===== config.mk =====
export PLATFORM = sky130hd
export DESIGN_NAME = cfm_fault_mask
export DESIGN_NICKNAME = d
export VERILOG_FILES = /design/src/rtl/cfm_pkg.sv /design/src/rtl/cfm_fault_mask.sv
export VERILOG_INCLUDE_DIRS = /design/src /design/src/rtl
export SDC_FILE = /design/constraint.sdc
export NUM_CORES = 1
export LEC_CHECK = 0
export ABC_AREA = 1
export BUFFER_PORTS_ARGS = -buffer_cell sky130_fd_sc_hd__buf_4
export CAP_MARGIN = 15
export CORE_MARGIN = 3
export CORE_UTILIZATION = 25
export DETAILED_ROUTE_END_ITERATION = 8
export PLACE_DENSITY_LB_ADDON = 0.15
export SYNTH_ARGS = -nofsm -noshare
export SYNTH_HDL_FRONTEND = slang
export SYNTH_SLANG_ARGS = --single-unit

===== constraint.sdc =====
create_clock -name ref_clk_in -period 1.25 [get_ports ref_clk_in]
set_input_delay 0.0625 -clock ref_clk_in [delete_from_list [all_inputs] [get_ports ref_clk_in]]
set_output_delay 0.0625 -clock ref_clk_in [all_outputs]
set_load 0.01 [all_outputs]

===== src/rtl/cfm_cfg.svh =====
// Register map and field positions for the fault flag and mask block
`ifndef CFM_CFG_SVH
`define CFM_CFG_SVH
`define CFM_ADDR_FAULT_FLAGS_1 8'h27
`define CFM_ADDR_EVENT_IRQ_MASK_0 8'h28
`define CFM_RESET_VALUE 8'h00
`define CFM_BIT_SYSTEM_SHORT 7
`define CFM_BIT_SYSTEM_OVERVOLTAGE 6
`define CFM_BIT_REVERSE_OVERVOLTAGE 5
`define CFM_BIT_REVERSE_UNDERVOLTAGE 4
`define CFM_BIT_THERMAL_SHUTDOWN 2
`define CFM_FAULT_USED_MASK 8'hf4
`define CFM_BIT_INPUT_CURRENT_REG 7
`define CFM_BIT_INPUT_VOLTAGE_REG 6
`define CFM_BIT_WATCHDOG_EXPIRY 5
`define CFM_BIT_WEAK_SOURCE 4
`define CFM_BIT_POWER_GOOD 3
`define CFM_BIT_INPUT2_PRESENCE 2
`define CFM_BIT_INPUT1_PRESENCE 1
`define CFM_BIT_BUS_PRESENCE 0
`endif


===== src/rtl/cfm_pkg.sv =====
// Types shared by the fault flag and mask block
package cfm_pkg;
  typedef logic [7:0] cfm_byte_t;
endpackage : cfm_pkg


===== src/rtl/cfm_fault_mask.sv =====
// Fault flag register, event mask register and masked interrupt pulse
//
// Overview of operation
// - Fault flags at 27h, eight bits, read-only, zero
// - Bit 7 latches system short switching halt
// - Bit 6 latches system overvoltage switching halt
// - Bit 5 latches reverse output overvoltage stop
// - Bit 4 latches reverse output undervoltage stop
// - Bit 2 latches thermal shutdown rising edge
// - Mask at 28h, eight bits, read-write, zero
// - Register-reset command clears every mask bit
// - Mask bit 7 blocks current regulation pulse
// - Mask bit 6 blocks voltage regulation pulse
// - Mask bit 5 blocks watchdog expiry pulse
// - Mask bit 4 blocks weak source pulse
// - Mask bit 3 blocks power good toggle pulse
// - Mask bit 2 blocks second input presence pulse
// - Mask bit 1 blocks first input presence pulse
// - Mask bit 0 blocks bus presence pulse
// - Zero mask bit enables its event
`timescale 1ns/1ps
`include "cfm_cfg.svh"

module cfm_fault_mask (
  input wire logic ref_clk_in,
  input wire logic nrst_in,
  input wire logic [7:0] reg_addr_in,
  input wire logic reg_wr_in,
  input wire logic reg_rd_in,
  input wire logic [7:0] reg_wdata_in,
  input wire logic reg_reset_cmd_in,
  input wire logic system_short_in,
  input wire logic system_overvoltage_in,
  input wire logic reverse_overvoltage_in,
  input wire logic reverse_undervoltage_in,
  input wire logic thermal_shutdown_in,
  input wire logic input_current_regulation_in,
  input wire logic reverse_current_regulation_in,
  input wire logic input_voltage_regulation_in,
  input wire logic reverse_voltage_regulation_in,
  input wire logic watchdog_expiry_in,
  input wire logic weak_source_in,
  input wire logic power_good_in,
  input wire logic second_input_present_in,
  input wire logic first_input_present_in,
  input wire logic bus_present_in,
  output logic [7:0] reg_rdata_out,
  output logic irq_pulse_out
);

  // ==========================================================
  // Event detection
  cfm_pkg::cfm_byte_t fault_flags_1;
  cfm_pkg::cfm_byte_t event_irq_mask_0;
  cfm_pkg::cfm_byte_t fault_event;
  cfm_pkg::cfm_byte_t chg_event;
  logic thermal_prev;
  logic cur_reg_prev;
  logic volt_reg_prev;
  logic pg_prev;
  logic in2_prev;
  logic in1_prev;
  logic bus_prev;
  logic cur_reg_now;
  logic volt_reg_now;
  logic fault_read;
  logic mask_write;
  cfm_pkg::cfm_byte_t irq_hit;

  // ==========================================================
  // Helpers
  // Address match shared by the mask write and fault read-clear paths; the read data mux uses a case
  function automatic logic addr_hit(input cfm_pkg::cfm_byte_t addr,
                                    input cfm_pkg::cfm_byte_t target);
    return addr == target;
  endfunction : addr_hit

  // An event counts only while its mask bit is clear
  function automatic logic cfm_gate(input logic ev, input logic mask);
    return ev & ~mask;
  endfunction : cfm_gate

  assign cur_reg_now = input_current_regulation_in |
                       reverse_current_regulation_in;
  assign volt_reg_now = input_voltage_regulation_in |
                        reverse_voltage_regulation_in;
  assign fault_read = reg_rd_in &&
                      addr_hit(reg_addr_in, `CFM_ADDR_FAULT_FLAGS_1);
  assign mask_write = reg_wr_in &&
                      addr_hit(reg_addr_in, `CFM_ADDR_EVENT_IRQ_MASK_0);

  // Sources are on-chip on the same clock, so no synchroniser
  always_ff @(posedge ref_clk_in or negedge nrst_in) begin
    if (!nrst_in) begin
      thermal_prev <= 1'b0;
      cur_reg_prev <= 1'b0;
      volt_reg_prev <= 1'b0;
      pg_prev <= 1'b0;
      in2_prev <= 1'b0;
      in1_prev <= 1'b0;
      bus_prev <= 1'b0;
    end else begin
      thermal_prev <= thermal_shutdown_in;
      cur_reg_prev <= cur_reg_now;
      volt_reg_prev <= volt_reg_now;
      pg_prev <= power_good_in;
      in2_prev <= second_input_present_in;
      in1_prev <= first_input_present_in;
      bus_prev <= bus_present_in;
    end
  end

  always_comb begin
    fault_event = `CFM_RESET_VALUE;
    fault_event[`CFM_BIT_SYSTEM_SHORT] = system_short_in;
    fault_event[`CFM_BIT_SYSTEM_OVERVOLTAGE] = system_overvoltage_in;
    fault_event[`CFM_BIT_REVERSE_OVERVOLTAGE] = reverse_overvoltage_in;
    fault_event[`CFM_BIT_REVERSE_UNDERVOLTAGE] =
      reverse_undervoltage_in;
    fault_event[`CFM_BIT_THERMAL_SHUTDOWN] =
      thermal_shutdown_in & ~thermal_prev;
  end

  always_comb begin
    chg_event = `CFM_RESET_VALUE;
    // Regulation events count on entry only
    chg_event[`CFM_BIT_INPUT_CURRENT_REG] = cur_reg_now & ~cur_reg_prev;
    chg_event[`CFM_BIT_INPUT_VOLTAGE_REG] = volt_reg_now & ~volt_reg_prev;
    chg_event[`CFM_BIT_WATCHDOG_EXPIRY] = watchdog_expiry_in;
    chg_event[`CFM_BIT_WEAK_SOURCE] = weak_source_in;
    chg_event[`CFM_BIT_POWER_GOOD] = power_good_in ^ pg_prev;
    chg_event[`CFM_BIT_INPUT2_PRESENCE] = second_input_present_in ^ in2_prev;
    chg_event[`CFM_BIT_INPUT1_PRESENCE] = first_input_present_in ^ in1_prev;
    chg_event[`CFM_BIT_BUS_PRESENCE] = bus_present_in ^ bus_prev;
  end

  // ==========================================================
  // Fault flag register
  // Set wins over the read clear so no event is lost
  always_ff @(posedge ref_clk_in or negedge nrst_in) begin
    if (!nrst_in) begin
      fault_flags_1 <= `CFM_RESET_VALUE;
    end else if (fault_read) begin
      fault_flags_1 <= fault_event & `CFM_FAULT_USED_MASK;
    end else begin
      fault_flags_1 <= (fault_flags_1 | fault_event) &
                       `CFM_FAULT_USED_MASK;
    end
  end

  // ==========================================================
  // Mask register
  always_ff @(posedge ref_clk_in or negedge nrst_in) begin
    if (!nrst_in) begin
      event_irq_mask_0 <= `CFM_RESET_VALUE;
    end else if (reg_reset_cmd_in) begin
      event_irq_mask_0 <= `CFM_RESET_VALUE;
    end else if (mask_write) begin
      event_irq_mask_0 <= reg_wdata_in;
    end
  end

  // ==========================================================
  // Read data and interrupt pulse
  always_ff @(posedge ref_clk_in or negedge nrst_in) begin
    if (!nrst_in) begin
      reg_rdata_out <= `CFM_RESET_VALUE;
    end else if (reg_rd_in) begin
      case (reg_addr_in)
        `CFM_ADDR_FAULT_FLAGS_1: reg_rdata_out <= fault_flags_1;
        `CFM_ADDR_EVENT_IRQ_MASK_0: reg_rdata_out <= event_irq_mask_0;
        default: reg_rdata_out <= `CFM_RESET_VALUE;
      endcase
    end
  end

  // Per-event gating, kept bit by bit so each mask stays traceable
  always_comb begin
    irq_hit = `CFM_RESET_VALUE;
    irq_hit[`CFM_BIT_INPUT_CURRENT_REG] =
      cfm_gate(chg_event[`CFM_BIT_INPUT_CURRENT_REG],
               event_irq_mask_0[`CFM_BIT_INPUT_CURRENT_REG]);
    irq_hit[`CFM_BIT_INPUT_VOLTAGE_REG] =
      cfm_gate(chg_event[`CFM_BIT_INPUT_VOLTAGE_REG],
               event_irq_mask_0[`CFM_BIT_INPUT_VOLTAGE_REG]);
    irq_hit[`CFM_BIT_WATCHDOG_EXPIRY] =
      cfm_gate(chg_event[`CFM_BIT_WATCHDOG_EXPIRY],
               event_irq_mask_0[`CFM_BIT_WATCHDOG_EXPIRY]);
    irq_hit[`CFM_BIT_WEAK_SOURCE] =
      cfm_gate(chg_event[`CFM_BIT_WEAK_SOURCE],
               event_irq_mask_0[`CFM_BIT_WEAK_SOURCE]);
    irq_hit[`CFM_BIT_POWER_GOOD] =
      cfm_gate(chg_event[`CFM_BIT_POWER_GOOD],
               event_irq_mask_0[`CFM_BIT_POWER_GOOD]);
    irq_hit[`CFM_BIT_INPUT2_PRESENCE] =
      cfm_gate(chg_event[`CFM_BIT_INPUT2_PRESENCE],
               event_irq_mask_0[`CFM_BIT_INPUT2_PRESENCE]);
    irq_hit[`CFM_BIT_INPUT1_PRESENCE] =
      cfm_gate(chg_event[`CFM_BIT_INPUT1_PRESENCE],
               event_irq_mask_0[`CFM_BIT_INPUT1_PRESENCE]);
    irq_hit[`CFM_BIT_BUS_PRESENCE] =
      cfm_gate(chg_event[`CFM_BIT_BUS_PRESENCE],
               event_irq_mask_0[`CFM_BIT_BUS_PRESENCE]);
  end

  // One-cycle pulse per cycle with any unmasked event
  always_ff @(posedge ref_clk_in or negedge nrst_in) begin
    if (!nrst_in) begin
      irq_pulse_out <= 1'b0;
    end else begin
      irq_pulse_out <= |irq_hit;
    end
  end

  // ==========================================================
  // Assertions
  a_short_latch: assert property (@(posedge ref_clk_in)
    disable iff (!nrst_in)
    system_short_in |=> fault_flags_1[`CFM_BIT_SYSTEM_SHORT])
    else $error("short event not latched");
  a_ovp_latch: assert property (@(posedge ref_clk_in)
    disable iff (!nrst_in)
    system_overvoltage_in |=> fault_flags_1[`CFM_BIT_SYSTEM_OVERVOLTAGE])
    else $error("overvoltage event not latched");
  a_otg_ovp_latch: assert property (@(posedge ref_clk_in)
    disable iff (!nrst_in)
    reverse_overvoltage_in |=> fault_flags_1[`CFM_BIT_REVERSE_OVERVOLTAGE])
    else $error("reverse overvoltage not latched");
  a_otg_uvp_latch: assert property (@(posedge ref_clk_in)
    disable iff (!nrst_in)
    reverse_undervoltage_in |=>
      fault_flags_1[`CFM_BIT_REVERSE_UNDERVOLTAGE])
    else $error("reverse undervoltage not latched");
  a_tshut_edge: assert property (@(posedge ref_clk_in)
    disable iff (!nrst_in)
    $rose(thermal_shutdown_in) |=> fault_flags_1[`CFM_BIT_THERMAL_SHUTDOWN])
    else $error("thermal edge not latched");
  a_flag_sticky: assert property (@(posedge ref_clk_in)
    disable iff (!nrst_in)
    (fault_flags_1[`CFM_BIT_SYSTEM_SHORT] && !fault_read) |=>
      fault_flags_1[`CFM_BIT_SYSTEM_SHORT])
    else $error("flag lost before read");
  a_flags_keep: assert property (@(posedge ref_clk_in)
    disable iff (!nrst_in)
    !fault_read |=>
      (fault_flags_1 & $past(fault_flags_1)) == $past(fault_flags_1))
    else $error("fault flag dropped without read");
  a_read_clear: assert property (@(posedge ref_clk_in)
    disable iff (!nrst_in)
    (fault_read && fault_event == `CFM_RESET_VALUE) |=>
      fault_flags_1 == `CFM_RESET_VALUE)
    else $error("fault flags not cleared by read");
  a_reserved_zero: assert property (@(posedge ref_clk_in)
    disable iff (!nrst_in)
    (fault_flags_1 & ~`CFM_FAULT_USED_MASK) == `CFM_RESET_VALUE)
    else $error("reserved fault bit set");
  a_regrst_mask: assert property (@(posedge ref_clk_in)
    disable iff (!nrst_in)
    reg_reset_cmd_in |=> event_irq_mask_0 == `CFM_RESET_VALUE)
    else $error("mask not cleared by command");
  a_mask_write: assert property (@(posedge ref_clk_in)
    disable iff (!nrst_in)
    (mask_write && !reg_reset_cmd_in) |=>
      event_irq_mask_0 == $past(reg_wdata_in))
    else $error("mask write lost");
  a_mask_hold: assert property (@(posedge ref_clk_in)
    disable iff (!nrst_in)
    (!mask_write && !reg_reset_cmd_in) |=> $stable(event_irq_mask_0))
    else $error("mask changed without write");
  a_mask_blocks: assert property (@(posedge ref_clk_in)
    disable iff (!nrst_in)
    ((chg_event & ~event_irq_mask_0) == `CFM_RESET_VALUE) |=>
      !irq_pulse_out)
    else $error("masked event raised pulse");
  a_curr_unmasked: assert property (@(posedge ref_clk_in)
    disable iff (!nrst_in)
    ($rose(input_current_regulation_in | reverse_current_regulation_in) &&
     !event_irq_mask_0[`CFM_BIT_INPUT_CURRENT_REG]) |=> irq_pulse_out)
    else $error("unmasked current regulation gave no pulse");
  a_volt_unmasked: assert property (@(posedge ref_clk_in)
    disable iff (!nrst_in)
    ($rose(input_voltage_regulation_in | reverse_voltage_regulation_in) &&
     !event_irq_mask_0[`CFM_BIT_INPUT_VOLTAGE_REG]) |=> irq_pulse_out)
    else $error("unmasked voltage regulation gave no pulse");
  a_wd_unmasked: assert property (@(posedge ref_clk_in)
    disable iff (!nrst_in)
    (watchdog_expiry_in &&
     !event_irq_mask_0[`CFM_BIT_WATCHDOG_EXPIRY]) |=> irq_pulse_out)
    else $error("unmasked watchdog expiry gave no pulse");
  a_weak_unmasked: assert property (@(posedge ref_clk_in)
    disable iff (!nrst_in)
    (weak_source_in &&
     !event_irq_mask_0[`CFM_BIT_WEAK_SOURCE]) |=> irq_pulse_out)
    else $error("unmasked weak source gave no pulse");
  a_pg_unmasked: assert property (@(posedge ref_clk_in)
    disable iff (!nrst_in)
    ($changed(power_good_in) &&
     !event_irq_mask_0[`CFM_BIT_POWER_GOOD]) |=> irq_pulse_out)
    else $error("unmasked power good toggle gave no pulse");
  a_in2_unmasked: assert property (@(posedge ref_clk_in)
    disable iff (!nrst_in)
    ($changed(second_input_present_in) &&
     !event_irq_mask_0[`CFM_BIT_INPUT2_PRESENCE]) |=> irq_pulse_out)
    else $error("unmasked second input change gave no pulse");
  a_in1_unmasked: assert property (@(posedge ref_clk_in)
    disable iff (!nrst_in)
    ($changed(first_input_present_in) &&
     !event_irq_mask_0[`CFM_BIT_INPUT1_PRESENCE]) |=> irq_pulse_out)
    else $error("unmasked first input change gave no pulse");
  a_bus_unmasked: assert property (@(posedge ref_clk_in)
    disable iff (!nrst_in)
    ($changed(bus_present_in) &&
     !event_irq_mask_0[`CFM_BIT_BUS_PRESENCE]) |-> ##1 irq_pulse_out)
    else $error("unmasked bus change gave no pulse");
  a_read_flags: assert property (@(posedge ref_clk_in)
    disable iff (!nrst_in)
    fault_read |=> reg_rdata_out == $past(fault_flags_1))
    else $error("fault read data wrong");
  a_rdata_hold: assert property (@(posedge ref_clk_in)
    disable iff (!nrst_in)
    !reg_rd_in |=> $stable(reg_rdata_out))
    else $error("read data changed without read");
  a_unmapped_rd: assert property (@(posedge ref_clk_in)
    disable iff (!nrst_in)
    (reg_rd_in && !addr_hit(reg_addr_in, `CFM_ADDR_FAULT_FLAGS_1) &&
     !addr_hit(reg_addr_in, `CFM_ADDR_EVENT_IRQ_MASK_0)) |=>
      reg_rdata_out == `CFM_RESET_VALUE)
    else $error("unmapped read not zero");

  c_irq_pulse: cover property (@(posedge ref_clk_in) irq_pulse_out);
  c_thermal_flag: cover property (@(posedge ref_clk_in)
    fault_flags_1[`CFM_BIT_THERMAL_SHUTDOWN]);
  c_flag_read: cover property (@(posedge ref_clk_in)
    fault_read && fault_flags_1 != 8'h00);
  c_masked_pg: cover property (@(posedge ref_clk_in)
    chg_event[`CFM_BIT_POWER_GOOD] &&
    event_irq_mask_0[`CFM_BIT_POWER_GOOD]);
  c_regrst: cover property (@(posedge ref_clk_in)
    reg_reset_cmd_in && event_irq_mask_0 != 8'h00);

endmodule : cfm_fault_mask


==> summary.md, run 1 <==
| Metric | Value |
|---|---|
| Mapped Nets | `188` |
| All-layer global routing usage | `12.1%` |
| Final Instance Count excl. Fillers | `281` |
| Cell Pwr Density | `1040 nW/um2` |
| # setup viols final | `0` |
| HP Class | `primary input to flip-flop` |
| Tcrit/Tclk final | `between 90% and 100%` |
| Worst hold path endpoint | `event_irq_mask_0[0]` |
| HPWL Detailed | `~2600 um` |
| Initial antenna violation count | `0` |
| Critical Path Start Type | `primary input` |
| Yosys reg bits | `29` |
| Worst hold path stage count | `3` |
| Maximum VDD drop | `around 0.00042 V` |
| Worst EP arrival | `approximately 1300 ps` |
| Port Buffers | `44` |
| P_leak | `0.992 nW` |
| Net Sw Frac | `between 20% and 30%` |
| Layout Utilization | `39.7%` |
| Slew headroom | `69.3%` |
| Fin area | `1950 um2` |
| Fmax | `approximately 880 MHz` |
| Nets@finish | `249` |
| Total grt overflow | `0` |
| Commonest cells after routing, fill and taps aside | `buf_4, nand2_1, dfrtp_1` |
| Status | `finished clean` |
| CP Class | `primary input to flip-flop` |
| Clock transition at path regs | `approximately 60 ps` |
| Share of cells above drive strength 1 | `30.4%` |
| Clk pwr share | `41.4%` |
| Layout Skew | `approximately 5.7 ps` |
| RSZ-0062 raised after global routing | `no` |
| Initial Utilization | `approximately 27%` |
| Fin. Hold Viols | `0` |
| P&R area growth vs syn | `47.0%` |
| Multi-input logic area | `approximately 520 um2` |
| Initial DRC count | `slightly above 80` |
| Setup ws final | `between 100 and 150 ps` |
| Worst hold slack | `around 40 ps` |
| Number of diodes | `0` |
| Max Buffers Root-to-Sink | `2` |
| DR vias | `between 1000 and 1500` |
| Die height | `78.9 um` |
| Max Slew Vio Count | `0` |
| FF-to-FF End | `irq_pulse_out` |
| Drt pass-1 iters | `4` |
| Placed Instances | `259` |
| CP max FO | `2` |
| DIE WIDTH | `78.9 um` |
| CORE AREA | `between 4000 and 5000 um2` |
| CTS Buf Count | `5` |
| Pre-CTS setup slack | `approximately 230 ps` |
| Switching Power | `about 450 uW` |
| H-tree Lvls | `2` |
| Layout fillers | `505` |
| Dominant cells by area after synthesis | `dfrtp_1, nand2_1, nand3_1` |
| Vias per cell | `4.30` |
| Seq pwr share | `47.3%` |
| P_int | `~1.6 mW` |
| Mapped Avg Cell Area | `slightly below 9 um2` |
| CTS root buf | `clkbuf_8` |
| Sequential share of the synthesized area | `54.7%` |
| Fin Setup TNS | `0 ps` |
| Routed WL per cell | `12.2 um` |
| Number of max-cap violations | `0` |
| First-pass GRT wire length | `approximately 6000 um` |
| Top-area cell type share of the netlist area | `approximately 55%` |
| R2r startpoint | `in1_prev` |
| FF/Latch Area | `a little over 700 um2` |
| Most common cell after layout, fill and taps aside | `buf_4` |
| Logic pwr share | `a little under an eighth` |
| Post-Route WL | `3440 um` |
| Core Rows | `25` |
| CTS tree | `built` |
| Area post-placement | `between 1500 and 2000 um2` |
| Hold path start | `reg_wdata_in[0]` |
| Yosys Warn Count | `0` |
| Leading area contributor after synthesis | `dfrtp_1` |
| Reg2reg setup slack | `~330 ps` |
| Pin count of the biggest net entering global routing | `30` |
| Post_cts resized | `0` |
| Worst EP required | `about 1400 ps` |
| Mapped Cells | `152` |
| Vias in the first global route | `1254` |
| Tmin final | `around 1100 ps` |
| Drc violations | `0` |
| Die ar. | `6220 um2` |
| GPL Wtd Cong | `0.724` |
| Ports | `45` |
| CP endpoint kind | `flip-flop` |
| Worst reg2reg path depth | `6` |
| Clk_lat worst skew | `around 270 ps` |
| Power, Total | `2.02 mW` |
| Mapped cell area | `~1300 um2` |
| Distinct cells, synth | `19` |
| Antenna viol nets, final | `0` |
| Worst Tran Pin Value | `~460 ps` |
| Clock sinks | `29` |
[layer usage]
layer  up-vias  share of wire (%)  GRT usage, %  wire length [um]
met3         7                6.6          3.51               227
met1       545                 44          15.1              1510
met2        40                 48          19.9              1640
met5         -                  0             0                 0
li1        616                  -             -                 -
met4         0                1.7          4.12                58
[repair_timing]
item                       in CTS  in global routing
hold endpoints to repair       40                  0
setup endpoints to repair       0                  0
buffers inserted                0                  0
hold buffers                   14                  0
[sequential cells by signal, summed over array words and instances, names as in the netlist]
name	cells
bus_prev	1
cur_reg_prev	1
event_irq_mask_0	8
fault_flags_1	5
in1_prev	1
in2_prev	1
irq_pulse_out	1
pg_prev	1
reg_rdata_out	8
thermal_prev	1
volt_reg_prev	1
[cell type report]
cell class	instances	area share (%)
flip-flops and latches	29	37.2
multi-input cells	106	26.7
repair buffers	58	24.1
clock buffers	7	4.94
well taps	67	4.29
inverters	13	2.50
clock inverters	1	0.256
[synthesized netlist by cell type (all sizes together)]
cell type / count
clkbuf: 1
a21o: 4
nor2: 20
nand3: 28
o21ai: 1
nand2: 42
dfrtp: 29
buf: 3
or2: 2
nand4: 8
inv: 13
o22ai: 1
[worst max-delay path, cell delays in order]
cell           delay [ps]
dlygate4sd3_1         530
buf_4                 130
or2_2                 300
nand2_1                60
nand2_1                50
nor2_1                100
nand2_1                60
[logic make-up (layout without fill, tap and decap cells)]
family	count (synthesis)	in the layout	synth area share, %
buf+inv	17	79	6.03
flops	29	29	54.7
compound gates	6	6	3.11
simple gates	100	100	36.2
[power by group through the flow]
stage / Clock, mW / Sequential, mW / Combinational, mW
floorplan: 0 / 0.974 / 0.0711
detailed placement: 0 / 0.974 / 0.197
global placement: 0 / 0.974 / 0.192
global route: 0.913 / 0.958 / 0.257
CTS: 0.868 / 0.957 / 0.232
finish: 0.839 / 0.957 / 0.229
[worst max-delay path by stage]
| stage | cells after the start | slack [ps] | endpoint | startpoint |
|---|---|---|---|---|
| floorplan | 6 | 430 | irq_pulse_out | pg_prev |
| global placement | 7 | 250 | event_irq_mask_0[2] | reg_addr_in[4] |
| detailed placement | 7 | 230 | event_irq_mask_0[2] | reg_addr_in[4] |
| CTS | 7 | 110 | irq_pulse_out | reverse_voltage_regulation_in |
| global route | 7 | 60 | irq_pulse_out | reverse_current_regulation_in |
| finish | 7 | 120 | irq_pulse_out | reverse_voltage_regulation_in |
(Power assumes the default switching activity.)
==> run 2, diff against run 1 <==
CORE_MARGIN = 2   (was 3)
==> run 2 against run 1 <==
Against the previous run:
- count of clock-buffer cells in the layout unchanged
- flip-flop and latch count is the same
- core utilization fell by 1.7 points
- critical endpoint unchanged
- largest power group unchanged
==> summary.md, run 2 (synthesized netlist as in run 1, its figures left out) <==
| Metric | Value |
|---|---|
| Status | `finished clean` |
| Share of cells above drive strength 1 | `29.6% (-0.80 points)` |
| Vias in the first global route | `1238 (-1.3%)` |
| Slowest cell on crit path | `dlygate4sd3_1` |
| Slew headroom | `69.8% (+0.49 points)` |
| Post-CTS Hold Fix Bufs | `14 (unchanged)` |
| Worst hold path stage count | `3 (unchanged)` |
| Cell Pwr Density | `1020 nW/um2 (-1.8%)` |
| All-layer global routing usage | `12.7% (+0.61 points)` |
| Initial antenna violation count | `0 (unchanged)` |
| Largest regs | `event_irq_mask_0 (8), reg_rdata_out (8), fault_flags_1 (5)` |
| DR vias | `1230 (+1.8%)` |
| CP max FO | `2 (unchanged)` |
| Worst EP arrival | `1290 ps (about the same)` |
| P_leak | `0.982 nW (-1.0%)` |
| Critical Path, Cell by Cell | `dlygate4sd3_1 > buf_4 > or2_2 > nand2_1 > nand2_1 > nor2_1 > nand2_1` |
| Number of max-cap violations | `0 (unchanged)` |
| Total grt overflow | `0 (unchanged)` |
| Worst hold slack | `33.0 ps (-7.23 ps)` |
| DIE WIDTH | `76.9 um (-2.5%)` |
| R2r startpoint | `in1_prev` |
| First-pass GRT wire length | `5860 um (+0.48%)` |
| Reg2reg setup slack | `360 ps (+30 ps)` |
| Layout Skew | `2.09 ps (-3.59 ps)` |
| Pin count of the biggest net entering global routing | `30 (unchanged)` |
| H-tree Lvls | `2 (unchanged)` |
| Clock transition at path regs | `60 ps (about the same)` |
| FF-to-FF End | `irq_pulse_out` |
| Hold path start | `reg_wdata_in[1]` |
| Routed WL per cell | `12.1 um (-1.1%)` |
| HPWL Detailed | `2500 um (-3.7%)` |
| Initial Utilization | `26.0% (-1.0 points)` |
| Die height | `76.9 um (-2.5%)` |
| HP Class | `primary input to flip-flop` |
| Number of diodes | `0 (unchanged)` |
| Port Buffers | `44 (unchanged)` |
| GPL Wtd Cong | `0.709 (-2.0%)` |
| CP Class | `primary input to flip-flop` |
| RSZ-0062 raised after global routing | `no` |
| Fin. Hold Viols | `0 (unchanged)` |
| Worst hold path endpoint | `event_irq_mask_0[1]` |
| CORE AREA | `5110 um2 (+4.0%)` |
| Critical Path Start Type | `primary input` |
| Drc violations | `0 (unchanged)` |
| CTS tree | `built` |
| Antenna viol nets, final | `0 (unchanged)` |
| Commonest cells after routing, fill and taps aside | `buf_4, nand2_1, dfrtp_1` |
| Initial DRC count | `50 (-38%)` |
| Post_cts resized | `0 (unchanged)` |
| Top cell by count, worst path | `nand2_1` |
| Fmax | `892 MHz (+1.2%)` |
| Clock sinks | `29 (unchanged)` |
| Tcrit/Tclk final | `89.7% (-1.0 points)` |
| CTS Buf Count | `5 (unchanged)` |
| Nets@finish | `249 (unchanged)` |
| Tmin final | `1120 ps (-12.9 ps)` |
| Most common cell after layout, fill and taps aside | `buf_4` |
| Drt pass-1 iters | `4 (unchanged)` |
| CP endpoint kind | `flip-flop` |
| Max Slew Vio Count | `0 (unchanged)` |
| Die ar. | `5910 um2 (-5.0%)` |
| P&R area growth vs syn | `46.2%` |
| Max Buffers Root-to-Sink | `2 (unchanged)` |
| Fin Setup TNS | `0 ps (unchanged)` |
| CTS root buf | `clkbuf_8` |
| Worst Tran Pin Value | `453 ps (-7.35 ps)` |
| Worst reg2reg path depth | `6 (unchanged)` |
| Core Rows | `26 (+4.0%)` |
| Maximum VDD drop | `0.000391 V (-7.1%)` |
| Buffer count from post-CTS setup fixing | `0 (unchanged)` |
| Post-Route WL | `3420 um (-0.44%)` |
| Ports | `45 (unchanged)` |
| # setup viols final | `0 (unchanged)` |
| Vias per cell | `4.35 (+1.1%)` |
| Slowest cell delay on critical path | `540 ps (about the same)` |
| Worst EP required | `1420 ps (about the same)` |
| Clk_lat worst skew | `280 ps (about the same)` |
-- run 2: cell count changes in the layout (fill, tap and decap cells not counted), sizes merged --
cell    before  now
clkinv       1    0
-- run 2: where the power goes --
part	switching, mW	internal, mW	total [mW]	leakage [nW]
Sequential	0.00553	0.952	0.957	0.355
Combinational	0.105	0.122	0.227	0.583
Clock	0.356	0.436	0.792	0.0443
-- run 2: worst max path at each step --
stage	start	slack, ps	cells past startpoint	to
2_1_floorplan	pg_prev	430	6	irq_pulse_out
3_5_place_dp	reg_addr_in[4]	200	7	event_irq_mask_0[1]
6_report	reverse_current_regulation_in	130	7	irq_pulse_out
3_3_place_gp	reg_addr_in[4]	250	7	event_irq_mask_0[7]
5_1_grt	reverse_current_regulation_in	60	7	irq_pulse_out
4_1_cts	reverse_voltage_regulation_in	120	7	irq_pulse_out
-- run 2: final cells by class --
cell class	count	area, um2
Fill cell	546	3170
Tap cell	70	87.6
Multi-Input combinational cell	106	522
Timing Repair Buffer	58	470
Inverter	13	48.8
Sequential cell	29	726
Clock buffer	7	86.3
-- run 2: through the flow --
step           setup slack, ps  std cells  power, mW  area [um2]  utilization (%)
6_report                   129        283       1.98        1940             38.0
4_1_cts                    120        283       2.00        1940             38.0
3_5_place_dp               197        262       1.17        1710             33.6
5_1_grt                   64.0        283       2.06        1940             38.0
3_3_place_gp               249        262       1.17        1710             33.6
2_1_floorplan              431        152       1.05        1330                -
-- run 2: worst max-delay path: cells and delay by family --
kind	cells	cell delay, ps
buffers and inverters	2	670
and+or+nand+nor	5	560
-- run 2: per-layer routing --
metal | part of all wire, % | up-vias | routed length [um] | GRT usage (%)
li1 | - | 616 | - | -
met2 | 48 | 36 | 1630 | 20.7
met4 | 2.0 | 0 | 68 | 6.00
met1 | 44 | 572 | 1500 | 14.8
met3 | 6.7 | 6 | 231 | 4.47
met5 | 0 | - | 0 | 0
==> run 3, diff against run 2 <==
CORE_ASPECT_RATIO = 0.9   (was not set)
==> run 3 against run 2 <==
Against the previous run:
- largest cell class unchanged
- largest power group unchanged
- global-route usage shrank 0.79 points
- critical endpoint unchanged
- worst setup slack lost 40 ps
- cell count is 1.1% lower
- wire length is 3.5% lower
- cell area decreased by 0.19%
==> summary.md, run 3 (synthesized netlist as in run 1, its figures left out) <==
| Metric | Value |
|---|---|
| Slew headroom | `68.3% (-1.5 points)` |
| P_leak | `0.982 nW (unchanged)` |
| GPL Wtd Cong | `0.731 (+3.0%)` |
| P_int | `1.51 mW (about the same)` |
| Fin. Hold Viols | `0 (unchanged)` |
| Post_cts resized | `0 (unchanged)` |
| Initial antenna violation count | `0 (unchanged)` |
| HPWL Detailed | `2370 um (-5.4%)` |
| Reg2reg setup slack | `350 ps (about the same)` |
| Routed WL per cell | `11.8 um (-2.5%)` |
| DR vias | `1217 (-1.1%)` |
| CTS Buf Count | `5 (unchanged)` |
| DIE WIDTH | `80.8 um (+5.1%)` |
| Max Slew Vio Count | `0 (unchanged)` |
| Seq pwr share | `49.2% (+0.8 points)` |
| Largest regs | `event_irq_mask_0 (8), reg_rdata_out (8), fault_flags_1 (5)` |
| Slowest cell delay on critical path | `540 ps (about the same)` |
| Final Instance Count excl. Fillers | `280 (-1.1%)` |
| Critical Path, Cell by Cell | `dlygate4sd3_1 > buf_4 > or2_2 > nand2_1 > nand2_1 > nor2_1 > nand2_1` |
| CP endpoint kind | `flip-flop` |
| Buffer count from post-CTS setup fixing | `0 (unchanged)` |
| Pin count of the biggest net entering global routing | `30 (unchanged)` |
| Worst Tran Pin Value | `476 ps (+22.6 ps)` |
| Clk_lat worst skew | `270 ps (about the same)` |
| All-layer global routing usage | `11.9% (-0.79 points)` |
| Clock sinks | `29 (unchanged)` |
| First-pass GRT wire length | `5260 um (-10%)` |
| Top cell by count, worst path | `nand2_1` |
| Drc violations | `0 (unchanged)` |
| Vias in the first global route | `1164 (-6.0%)` |
| Logic pwr share | `11.8% (+0.3 points)` |
| Fin Setup TNS | `0 ps (unchanged)` |
| Status | `finished clean` |
| Total grt overflow | `0 (unchanged)` |
| Switching Power | `437 uW (-6.4%)` |
| Die ar. | `5910 um2 (about the same)` |
| Maximum VDD drop | `0.000332 V (-15%)` |
| Placed Instances | `259 (-1.1%)` |
| Area post-placement | `1710 um2 (-0.22%)` |
| Slowest cell on crit path | `dlygate4sd3_1` |
| CORE AREA | `5190 um2 (+1.7%)` |
| CTS tree | `built` |
| Clk pwr share | `39.1% (-1.0 points)` |
| Clock transition at path regs | `60 ps (about the same)` |
| Max Buffers Root-to-Sink | `2 (unchanged)` |
| Cell Pwr Density | `1010 nW/um2 (-1.3%)` |
| Tcrit/Tclk final | `92.9% (+3.2 points)` |
| Share of cells above drive strength 1 | `29.6% (unchanged)` |
| HP Class | `primary input to flip-flop` |
| Number of max-cap violations | `0 (unchanged)` |
| Most common cell after layout, fill and taps aside | `buf_4` |
| Fin area | `1940 um2 (-0.19%)` |
| CP Class | `primary input to flip-flop` |
| Net Sw Frac | `22.4% (-1.2 points)` |
| Initial Utilization | `25.6% (-0.43 points)` |
| RSZ-0062 raised after global routing | `no` |
| Critical Path Start Type | `primary input` |
| Layout Skew | `5.33 ps (+3.24 ps)` |
| H-tree Lvls | `2 (unchanged)` |
| Commonest cells after routing, fill and taps aside | `buf_4, nand2_1, dfrtp_1` |
| Fmax | `861 MHz (-3.5%)` |
| CP max FO | `2 (unchanged)` |
| Worst EP required | `1410 ps (about the same)` |
| CTS root buf | `clkbuf_8` |
| Worst EP arrival | `1320 ps (+30 ps)` |
| Port Buffers | `44 (unchanged)` |
| # setup viols final | `0 (unchanged)` |
| Drt pass-1 iters | `4 (unchanged)` |
| Post-Route WL | `3300 um (-3.5%)` |
| Worst hold slack | `43.9 ps (+10.8 ps)` |
| Tmin final | `1160 ps (+40.1 ps)` |
| Number of diodes | `0 (unchanged)` |
| Vias per cell | `4.35 (about the same)` |
| Antenna viol nets, final | `0 (unchanged)` |
| Nets@finish | `249 (unchanged)` |
| P&R area growth vs syn | `45.9%` |
| Core Rows | `25 (-3.8%)` |
| Ports | `45 (unchanged)` |
| Initial DRC count | `112 (+120%)` |
| Die height | `73.1 um (-4.9%)` |
| Post-CTS Hold Fix Bufs | `14 (unchanged)` |
==> run 3: cell type report <==
type                            count  area (um2)
Multi-Input combinational cell    106         522
Tap cell                           67        83.8
Fill cell                         559        3260
Timing Repair Buffer               58         470
Inverter                           13        48.8
Clock buffer                        7        86.3
Sequential cell                    29         726
==> run 3: worst max-delay path: cells and delay by family <==
| family | cells | cell delay, ps |
|---|---|---|
| buffers and inverters | 2 | 670 |
| and+or+nand+nor | 5 | 580 |
==> run 3: final timing paths <==
kind | start | to | cells after the start
max | reverse_voltage_regulation_in | irq_pulse_out | 7
min | reg_wdata_in[1] | event_irq_mask_0[1] | 3
max reg2reg | in1_prev | irq_pulse_out | 6
min reg2reg | thermal_prev | fault_flags_1[2] | 1
max in group asynchronous | nrst_in | irq_pulse_out | 2
min in group asynchronous | nrst_in | event_irq_mask_0[4] | 2
==> run 3: stage by stage <==
step                total power, mW  utilization, %  setup WS [ps]
floorplan                      1.05               -            431
global placement               1.17            32.9            212
detailed placement             1.17            32.9            216
CTS                            1.98            37.3           91.9
global route                   2.05            37.3           49.5
finish                         1.95            37.3           89.1
==> run 3: power by group through the flow <==
| stage | Combinational [mW] | Clock (mW) | Sequential, mW |
|---|---|---|---|
| finish | 0.229 | 0.760 | 0.957 |
| global route | 0.256 | 0.837 | 0.958 |
| CTS | 0.234 | 0.791 | 0.957 |
| detailed placement | 0.199 | 0 | 0.974 |
| global placement | 0.198 | 0 | 0.974 |
| floorplan | 0.0711 | 0 | 0.974 |
==> run 3: layer usage <==
layer | up-vias | track usage, % | part of all wire (%)
li1 | 613 | - | -
met1 | 566 | 15.7 | 47
met2 | 32 | 17.9 | 45
met3 | 6 | 3.09 | 5.5
met4 | 0 | 6.03 | 2.0
met5 | - | 0 | 0
